[config.mk]
export PLATFORM = sky130hd
export DESIGN_NAME = acdr_rx
export DESIGN_NICKNAME = d
export VERILOG_FILES = /design/src/rtl/acdr_sync.v /design/src/rtl/acdr_tick.v /design/src/rtl/acdr_rx.v
export VERILOG_INCLUDE_DIRS = /design/src /design/src/rtl
export SDC_FILE = /design/constraint.sdc
export NUM_CORES = 1
export LEC_CHECK = 0
export ABC_CLOCK_PERIOD_IN_PS = 3300
export BUFFER_PORTS_ARGS = -buffer_cell sky130_fd_sc_hd__buf_2
export CAP_MARGIN = 0
export CORE_MARGIN = 2
export CORE_UTILIZATION = 63
export CTS_CLUSTER_SIZE = 30
export DETAILED_ROUTE_END_ITERATION = 12
export GPL_TIMING_DRIVEN = 0
export PLACE_DENSITY_LB_ADDON = 0.08
export SYNTH_ARGS = -nofsm -noshare
export SYNTH_HDL_FRONTEND = slang
export SYNTH_SLANG_ARGS = --single-unit
[constraint.sdc]
create_clock -name i_clk -period 3.3 [get_ports i_clk]
set_clock_uncertainty 0.05 [all_clocks]
set_input_delay 0.165 -clock i_clk [delete_from_list [all_inputs] [get_ports i_clk]]
set_output_delay 0.165 -clock i_clk [all_outputs]
set_load 0.02 [all_outputs]
[src/rtl/acdr_map.vh]
// constants for the asynchronous receive clock and data recovery block
`ifndef ACDR_MAP_VH
`define ACDR_MAP_VH

// ****************************************
// samples per bit and voting positions
// ****************************************
`define ACDR_SPB_NORMAL 5'h10
`define ACDR_SPB_DOUBLE 5'h08
`define ACDR_VOTE_FIRST_NORMAL 5'h08
`define ACDR_VOTE_MID_NORMAL 5'h09
`define ACDR_VOTE_LAST_NORMAL 5'h0A
`define ACDR_VOTE_FIRST_DOUBLE 5'h04
`define ACDR_VOTE_MID_DOUBLE 5'h05
`define ACDR_VOTE_LAST_DOUBLE 5'h06
`define ACDR_CNT_W 5

// ****************************************
// frame length limits (data plus parity)
// ****************************************
`define ACDR_MIN_BITS 4'h5
`define ACDR_MAX_BITS 4'hA
`define ACDR_WORD_W 10

// ****************************************
// reset value and divider width
// ****************************************
`define ACDR_LINE_IDLE 1'b1
`define ACDR_DIV_W 12

`endif

[src/rtl/acdr_sync.v]
// two-flop synchroniser for the receive line
`timescale 1ns/1ps
module acdr_sync (
  // clock and reset
  input wire i_clk,
  input wire i_nrst,
  // line
  input wire i_d,
  output wire o_q
);
  `include "acdr_map.vh"

  reg meta_reg;
  reg sync_reg;

  // idle level at reset so no false start edge appears on release
  always @(posedge i_clk) begin
    if (!i_nrst) begin
      meta_reg <= `ACDR_LINE_IDLE;
      sync_reg <= `ACDR_LINE_IDLE;
    end else begin
      meta_reg <= i_d;
      sync_reg <= meta_reg;
    end
  end

  assign o_q = sync_reg;
endmodule

[src/rtl/acdr_tick.v]
// sample-rate enable divider: one pulse every divisor plus one clocks
`timescale 1ns/1ps
module acdr_tick #(
  parameter DIV_W = 12
) (
  // clock and reset
  input wire i_clk,
  input wire i_nrst,
  // control
  input wire i_run,
  input wire [DIV_W-1:0] i_div,
  // enable
  output wire o_tick
);
  reg [DIV_W-1:0] cnt_reg;
  reg tick_reg;

  // held in reload while stopped so the first sample phase is fresh
  always @(posedge i_clk) begin
    if (!i_nrst) begin
      cnt_reg <= {DIV_W{1'b0}};
      tick_reg <= 1'b0;
    end else if (!i_run) begin
      cnt_reg <= i_div;
      tick_reg <= 1'b0;
    end else if (cnt_reg == {DIV_W{1'b0}}) begin
      cnt_reg <= i_div;
      tick_reg <= 1'b1;
    end else begin
      cnt_reg <= cnt_reg - {{(DIV_W-1){1'b0}}, 1'b1};
      tick_reg <= 1'b0;
    end
  end

  assign o_tick = tick_reg;
endmodule

[src/rtl/acdr_rx.v]
// asynchronous receive clock and data recovery
// Function
// RULE_01: sixteen samples per bit, eight in double
// RULE_02: high-to-low sample starts detection, sample one
// RULE_03: start judged on samples 8-10 or 4-6
// RULE_04: majority high start is noise, resume search
// RULE_05: valid start resynchronises timing every frame
// RULE_06: per-bit sample state of sixteen or eight
// RULE_07: bit level is majority of three samples
// RULE_08: voting samples 8,9,10 or 4,5,6
// RULE_09: recover through first stop, ignore others
// RULE_10: zero first stop sets frame error
// RULE_11: normal speed: next start right after voting
// RULE_12: five to ten data-plus-parity bits supported
// RULE_13: accept roughly 95.36 to 104.58 percent rate
// RULE_14: receiver baud error within 2.0 or 1.5 percent
// RULE_15: double speed select one means eight samples
// RULE_16: transmitter keeps half the total rate error
// RULE_17: frame error travels with its frame word
// RULE_18: receiver disable aborts frame, flushes output
// RULE_19: line synchronised, idle samples treated high
// RULE_20: double speed: one extra sample before search
`timescale 1ns/1ps
`include "acdr_map.vh"

module acdr_rx #(
  parameter DIV_W = `ACDR_DIV_W
) (
  // clock and reset
  input wire i_clk,
  input wire i_nrst,
  // serial line from the remote transmitter
  input wire i_rxd,
  // control
  input wire i_receiver_enable_bit,
  input wire i_double_speed_select,
  input wire [DIV_W-1:0] i_baud_divisor_value,
  input wire [3:0] i_char_bits,
  // received frame
  output wire [`ACDR_WORD_W-1:0] o_data,
  output wire o_frame_error_flag,
  output wire o_valid,
  // status
  output wire o_busy
);

  // ****************************************
  // states
  // ****************************************
  localparam ST_IDLE = 3'h0;
  localparam ST_START = 3'h1;
  localparam ST_DATA = 3'h2;
  localparam ST_STOP = 3'h3;
  localparam ST_GAP = 3'h4;

  // ****************************************
  // functions
  // ****************************************
  // two-of-three vote: one disturbed sample cannot flip the bit
  function maj3;
    input a;
    input b;
    input c;
    begin
      maj3 = (a & b) | (a & c) | (b & c); // [RULE_07]
    end
  endfunction

  // sample position decode, shared by the start check and every bit
  function [`ACDR_CNT_W-1:0] vote_pos;
    input ds;
    input [1:0] which;
    begin
      case (which)
        2'h0: vote_pos = ds ? `ACDR_VOTE_FIRST_DOUBLE : `ACDR_VOTE_FIRST_NORMAL; // [RULE_08]
        2'h1: vote_pos = ds ? `ACDR_VOTE_MID_DOUBLE : `ACDR_VOTE_MID_NORMAL;
        default: vote_pos = ds ? `ACDR_VOTE_LAST_DOUBLE : `ACDR_VOTE_LAST_NORMAL;
      endcase
    end
  endfunction

  // ****************************************
  // line synchroniser and sample enable
  // ****************************************
  wire line_s;
  wire tick;

  acdr_sync u_sync (
    .i_clk(i_clk),
    .i_nrst(i_nrst),
    .i_d(i_rxd),
    .o_q(line_s)
  ); // [RULE_19]

  // the sample tick runs free and is not realigned at a start edge; the
  // sample count restarts instead, so the edge is known only to within one
  // sample period, which the centred vote absorbs
  acdr_tick #(
    .DIV_W(DIV_W)
  ) u_tick (
    .i_clk(i_clk),
    .i_nrst(i_nrst),
    .i_run(i_receiver_enable_bit),
    .i_div(i_baud_divisor_value),
    .o_tick(tick)
  );

  // ****************************************
  // state
  // ****************************************
  reg [2:0] state_reg;
  reg [2:0] state_next;
  reg [`ACDR_CNT_W-1:0] cnt_reg;
  reg [`ACDR_CNT_W-1:0] cnt_next;
  reg [3:0] bit_reg;
  reg [3:0] bit_next;
  reg [3:0] nbits_reg;
  reg [3:0] nbits_next;
  reg ds_reg;
  reg ds_next;
  reg prev_reg;
  reg v0_reg;
  reg v0_next;
  reg v1_reg;
  reg v1_next;
  reg [`ACDR_WORD_W-1:0] shift_reg;
  reg [`ACDR_WORD_W-1:0] shift_next;
  reg [`ACDR_WORD_W-1:0] data_reg;
  reg [`ACDR_WORD_W-1:0] data_next;
  reg fe_reg;
  reg fe_next;
  reg valid_reg;
  reg valid_next;
  reg busy_reg;

  // ****************************************
  // combinational helpers
  // ****************************************
  wire [`ACDR_CNT_W-1:0] spb;
  wire [`ACDR_CNT_W-1:0] cnt_inc;
  wire [3:0] nbits_clamped;
  wire vote;

  // samples per bit follow the mode latched for this frame
  assign spb = ds_reg ? `ACDR_SPB_DOUBLE : `ACDR_SPB_NORMAL; // [RULE_01] [RULE_06] [RULE_15]
  // sample number of the sample taken on this tick
  assign cnt_inc = (cnt_reg == spb) ? {{(`ACDR_CNT_W-1){1'b0}}, 1'b1} :
                   cnt_reg + {{(`ACDR_CNT_W-1){1'b0}}, 1'b1}; // [RULE_06]
  // out-of-range lengths are pinned to the nearest supported length
  assign nbits_clamped = (i_char_bits < `ACDR_MIN_BITS) ? `ACDR_MIN_BITS :
                         (i_char_bits > `ACDR_MAX_BITS) ? `ACDR_MAX_BITS : i_char_bits; // [RULE_12]
  assign vote = maj3(v0_reg, v1_reg, line_s); // [RULE_07]

  // ****************************************
  // next-state logic
  // ****************************************
  always @* begin
    state_next = state_reg;
    cnt_next = cnt_reg;
    bit_next = bit_reg;
    nbits_next = nbits_reg;
    ds_next = ds_reg;
    v0_next = v0_reg;
    v1_next = v1_reg;
    shift_next = shift_reg;
    data_next = data_reg;
    fe_next = fe_reg;
    valid_next = 1'b0;
    if (tick) begin
      case (state_reg)
        ST_IDLE: begin
          // a frame begins only on high then low at consecutive samples
          if (prev_reg && !line_s) begin // [RULE_02]
            state_next = ST_START;
            cnt_next = {{(`ACDR_CNT_W-1){1'b0}}, 1'b1}; // [RULE_05]
            bit_next = 4'h0;
            nbits_next = nbits_clamped;
            // mode and length are frozen for the frame, so a change made
            // mid-frame takes effect only at the next start edge
            ds_next = i_double_speed_select; // [RULE_15]
            shift_next = {`ACDR_WORD_W{1'b0}};
          end
        end
        ST_START: begin
          cnt_next = cnt_inc;
          if (cnt_inc == vote_pos(ds_reg, 2'h0)) begin // [RULE_03]
            v0_next = line_s;
          end
          if (cnt_inc == vote_pos(ds_reg, 2'h1)) begin
            v1_next = line_s;
          end
          // a rejected start returns to the search; the edge detector then
          // needs a fresh high sample before it can fire again
          if (cnt_inc == vote_pos(ds_reg, 2'h2) && vote) begin
            state_next = ST_IDLE; // [RULE_04]
          end
          if (cnt_inc == spb) begin
            state_next = ST_DATA;
            bit_next = 4'h1;
          end
        end
        ST_DATA: begin
          cnt_next = cnt_inc;
          if (cnt_inc == vote_pos(ds_reg, 2'h0)) begin // [RULE_08]
            v0_next = line_s;
          end
          if (cnt_inc == vote_pos(ds_reg, 2'h1)) begin
            v1_next = line_s;
          end
          // centred three-sample vote is what gives the rate tolerance margin
          if (cnt_inc == vote_pos(ds_reg, 2'h2)) begin // [RULE_13] [RULE_14] [RULE_16]
            shift_next[bit_reg - 4'h1] = vote; // [RULE_09]
          end
          if (cnt_inc == spb) begin
            if (bit_reg == nbits_reg) begin
              state_next = ST_STOP;
            end else begin
              bit_next = bit_reg + 4'h1;
            end
          end
        end
        ST_STOP: begin
          cnt_next = cnt_inc;
          if (cnt_inc == vote_pos(ds_reg, 2'h0)) begin
            v0_next = line_s;
          end
          if (cnt_inc == vote_pos(ds_reg, 2'h1)) begin
            v1_next = line_s;
          end
          // only the first stop bit is examined; later ones are ignored
          if (cnt_inc == vote_pos(ds_reg, 2'h2)) begin // [RULE_09]
            data_next = shift_reg;
            // a zero stop leaves prev_reg low, so no false start follows it
            fe_next = ~vote; // [RULE_10] [RULE_17]
            valid_next = 1'b1;
            state_next = ds_reg ? ST_GAP : ST_IDLE; // [RULE_11] [RULE_20]
          end
        end
        ST_GAP: begin
          // one sample period of hold-off before edge search in double speed
          cnt_next = cnt_inc;
          state_next = ST_IDLE; // [RULE_20]
        end
        default: begin
          state_next = ST_IDLE;
        end
      endcase
    end
  end

  // ****************************************
  // registers
  // ****************************************
  // enable low is a synchronous clear of the whole receiver; the
  // synchroniser keeps running so the line history stays current
  always @(posedge i_clk) begin
    if (!i_nrst || !i_receiver_enable_bit) begin
      // disable acts at once: frame in progress and held result are dropped
      state_reg <= ST_IDLE; // [RULE_18]
      cnt_reg <= {`ACDR_CNT_W{1'b0}};
      bit_reg <= 4'h0;
      nbits_reg <= `ACDR_MIN_BITS;
      ds_reg <= 1'b0;
      prev_reg <= `ACDR_LINE_IDLE; // [RULE_19]
      v0_reg <= 1'b0;
      v1_reg <= 1'b0;
      shift_reg <= {`ACDR_WORD_W{1'b0}};
      data_reg <= {`ACDR_WORD_W{1'b0}}; // [RULE_18]
      fe_reg <= 1'b0;
      valid_reg <= 1'b0;
      busy_reg <= 1'b0;
    end else begin
      state_reg <= state_next;
      cnt_reg <= cnt_next;
      bit_reg <= bit_next;
      nbits_reg <= nbits_next;
      ds_reg <= ds_next;
      if (tick) begin
        prev_reg <= line_s;
      end
      v0_reg <= v0_next;
      v1_reg <= v1_next;
      shift_reg <= shift_next;
      data_reg <= data_next;
      fe_reg <= fe_next;
      valid_reg <= valid_next;
      busy_reg <= (state_next != ST_IDLE);
    end
  end

  // ****************************************
  // outputs
  // ****************************************
  // o_valid is a one-clock strobe; o_data and o_frame_error_flag hold
  // until the next frame completes or the receiver is disabled
  // o_busy stays high through the double speed hold-off sample, so a
  // user sees it fall only once a new start can be taken
  assign o_data = data_reg;
  assign o_frame_error_flag = fe_reg;
  assign o_valid = valid_reg;
  assign o_busy = busy_reg;
endmodule

==> summary.md <==
| Metric | Value |
|---|---|
| Synthesized net count | 404 |
| I/O Buffers | 33 |
| Die height | 74.54 microns |
| Layout cells sized above 1 | 15.68% |
| Outcome | finished, final reports clean |
| Crit path max fanout | 9 |
| # diodes | 0 |
| Area leader, netlist | dfxtp_1 |
| Synth cell types | 54 |
| H-tree depth | 3 |
| Relative slew margins | 46.97% |
| Die area | 0.005555 sq mm |
| Initial core utilization | 65.92% |
| Core area | 0.004755 sq mm |
| Worst-skew pair later-pin latency | 0.33 ns |
| Vias in the first global route | 2,694 |
| Post-layout minimum cycle time | 2.465 ns |
| Max-slew violations | 0 |
| Drt total wl | 7291 microns |
| Worst Hold Class | primary input to register |
| MaxCap Viol Count | 0 |
| Max FFs per register | 12 |
| Tcrit/Tclk final | 74.70% |
| P&R area growth vs syn | 14.77% |
| # clock sinks | 58 |
| Most frequent cells in the layout | dfxtp_1, nand2_1, buf_2 |
| Power, Total | 1.515 mW |
| Largest net degree at the start of global routing | 11 |
| Vias/cell | 5.869 |
| Synthesized instance count | 371 |
| Cts hold-fix bufs | 1 |
| Total GRT Usage | 27.75% |
| Initial antenna violation count | 0 |
| Nets | 449 |
| Critical Path End Type | register |
| RSZ-0062 raised after global routing | false |
| CTS root buffer | clkbuf_8 |
| Worst Path Required | 3.45 ns |
| Peak VDD IR | 0.0003413 V |
| Gr ovfl total | 0 |
| DRT Pass-1 Iters | 5 |
| Hold Fails Final Rpt | 0 |
| Flops & latches, synth | 58 |
| Final setup viols | 0 |
| Reg clk slew, reported paths | 0.07 ns |
| Tightest Pin Transition | 0.7894 ns |
| Post-CTS resize count | 0 |
| Post-synthesis sequential area ratio | 37.05% |
| Area share of the largest cell type after synthesis | 37.05% |
| Most common cell after layout, fill and taps aside | dfxtp_1 |
| CP Data Arrival Time | 2.61 ns |
| Fin Setup TNS | 0 ns |
| Leading post-synthesis cells by cell area | dfxtp_1, mux2i_1, nand2_1, ha_1, nor2_1 |
| Dpl hpwl | 5208 microns |
| Mean area per synthesized cell | 8.448 sq um |
| Ports | 34 |
| Starting DRT DRC Count | 342 |
| Via count | 2,864 |
| PwrDens | 421.1 mW/mm^2 |
| Clock buffer count from CTS | 9 |
| CTS tree | built |
| CP Launch Type | register |
| Post-DP Area | 0.003383 sq mm |
| Async set-reset flop share out of synthesis | 0% |
| Die Wd | 74.54 microns |
| Setup bufs post-CTS | 0 |
| Max Freq | 405.7 MHz |
| Final Cell Area | 0.003597 sq mm |
| Finished Core Util | 75.66% |
| Top_reg_cell synth | dfxtp_1 |
| YS warnings | 0 |
| First-pass GRT wire length | 11,920 microns |
| DRT antenna net count | 0 |
| Number of synthesized flops with an enable pin | 0 |
| Row cnt | 25 |
| DR WL/cell | 14.94 microns |
| Worst setup path class | register to register |
| Final hold slack | 0.01880 ns |
| Leak | 1.610 nW |
| Mapped Area | 0.003134 sq mm |
| CTS max path bufs | 2 |
| Residual DRC count | 0 |
| GPL Wtd Cong | 0.9947 |
[synthesized netlist by cell type (all sizes together) (3+ instances only)]
library cell	number
nand2	48
nor3	9
xor2	9
or4	4
nor4	3
nand3	20
clkbuf	10
mux2i	25
nor2b	3
a21oi	20
inv	15
o21ai	14
dfxtp	58
o211ai	3
ha	12
and2	4
or3	4
xnor2	8
o211a	12
nand2b	8
nor2	30
nand4	11
buf	10
[metrics by stage]
step / cells / setup slack (ns)
final: 488 / 0.8351
after global routing: 488 / 0.7294
after CTS: 488 / 0.8368
after detailed placement: 471 / 0.8839
after global placement: 471 / 0.8797
after floorplan: 371 / 1.091
[critical path, cell delays in order, from the launching register on]
cell,delay [ns]
dfxtp_1,0.39
ha_1,0.23
buf_4,0.16
and2_1,0.17
o31ai_1,0.19
o211a_2,0.32
nand2_2,0.11
or4_1,0.55
mux2i_1,0.15
[per-layer routing]
| metal | global-route usage (%) | share of wire [%] |
|---|---|---|
| met5 | 0 | 0 |
| met4 | 8.730 | 0.89 |
| met1 | 36.46 | 45 |
| met3 | 4.336 | 5.2 |
| met2 | 46.90 | 49 |
[area by class of cell]
class	instances	area, sq um
Tap cell	67	83.83
Fill cell	401	1157
Multi-Input combinational cell	278	1817
Timing Repair Buffer	34	175.2
Clock inverter	5	52.55
Clock buffer	11	151.4
Buffer	20	100.1
Sequential cell	58	1161
Inverter	15	56.30
[power by group]
group | leakage [nW] | internal [mW] | switching, mW | total, mW
registers | 0.471 | 0.717 | 0.0146 | 0.731
logic | 1.03 | 0.0530 | 0.0656 | 0.119
clock network | 0.105 | 0.386 | 0.280 | 0.665
total | 1.61 | 1.16 | 0.360 | 1.51
[path summary, 6_finish.rpt]
check / startpoint / end / slack [ns] / depth (start not counted)
min: i_nrst / u_sync.o_q$_SDFF_PN1_ / 0.02 / 2
max: cnt_reg[0]$_SDFFE_PN0P_ / shift_reg[3]$_SDFFE_PN0P_ / 0.84 / 8
min reg2reg: u_sync.meta_reg$_SDFF_PN1_ / u_sync.o_q$_SDFF_PN1_ / 0.37 / 1
max reg2reg: cnt_reg[0]$_SDFFE_PN0P_ / shift_reg[3]$_SDFFE_PN0P_ / 0.84 / 8
[logic make-up (layout without fill, tap and decap cells)]
logic type                 count (synthesis)  count (layout)  share of synthesized area, %
and+or+nand+nor                          154             154                         24.51
adders and majority gates                 14              14                         5.429
xor gates and xnor gates                  17              17                         4.751
muxes                                     25              25                         7.984
DFF                                       58              58                         37.05
AOI/OAI and AO/OA                         68              68                         15.29
buffers and inverters                     35              85                         4.990
(Power assumes the default switching activity.)
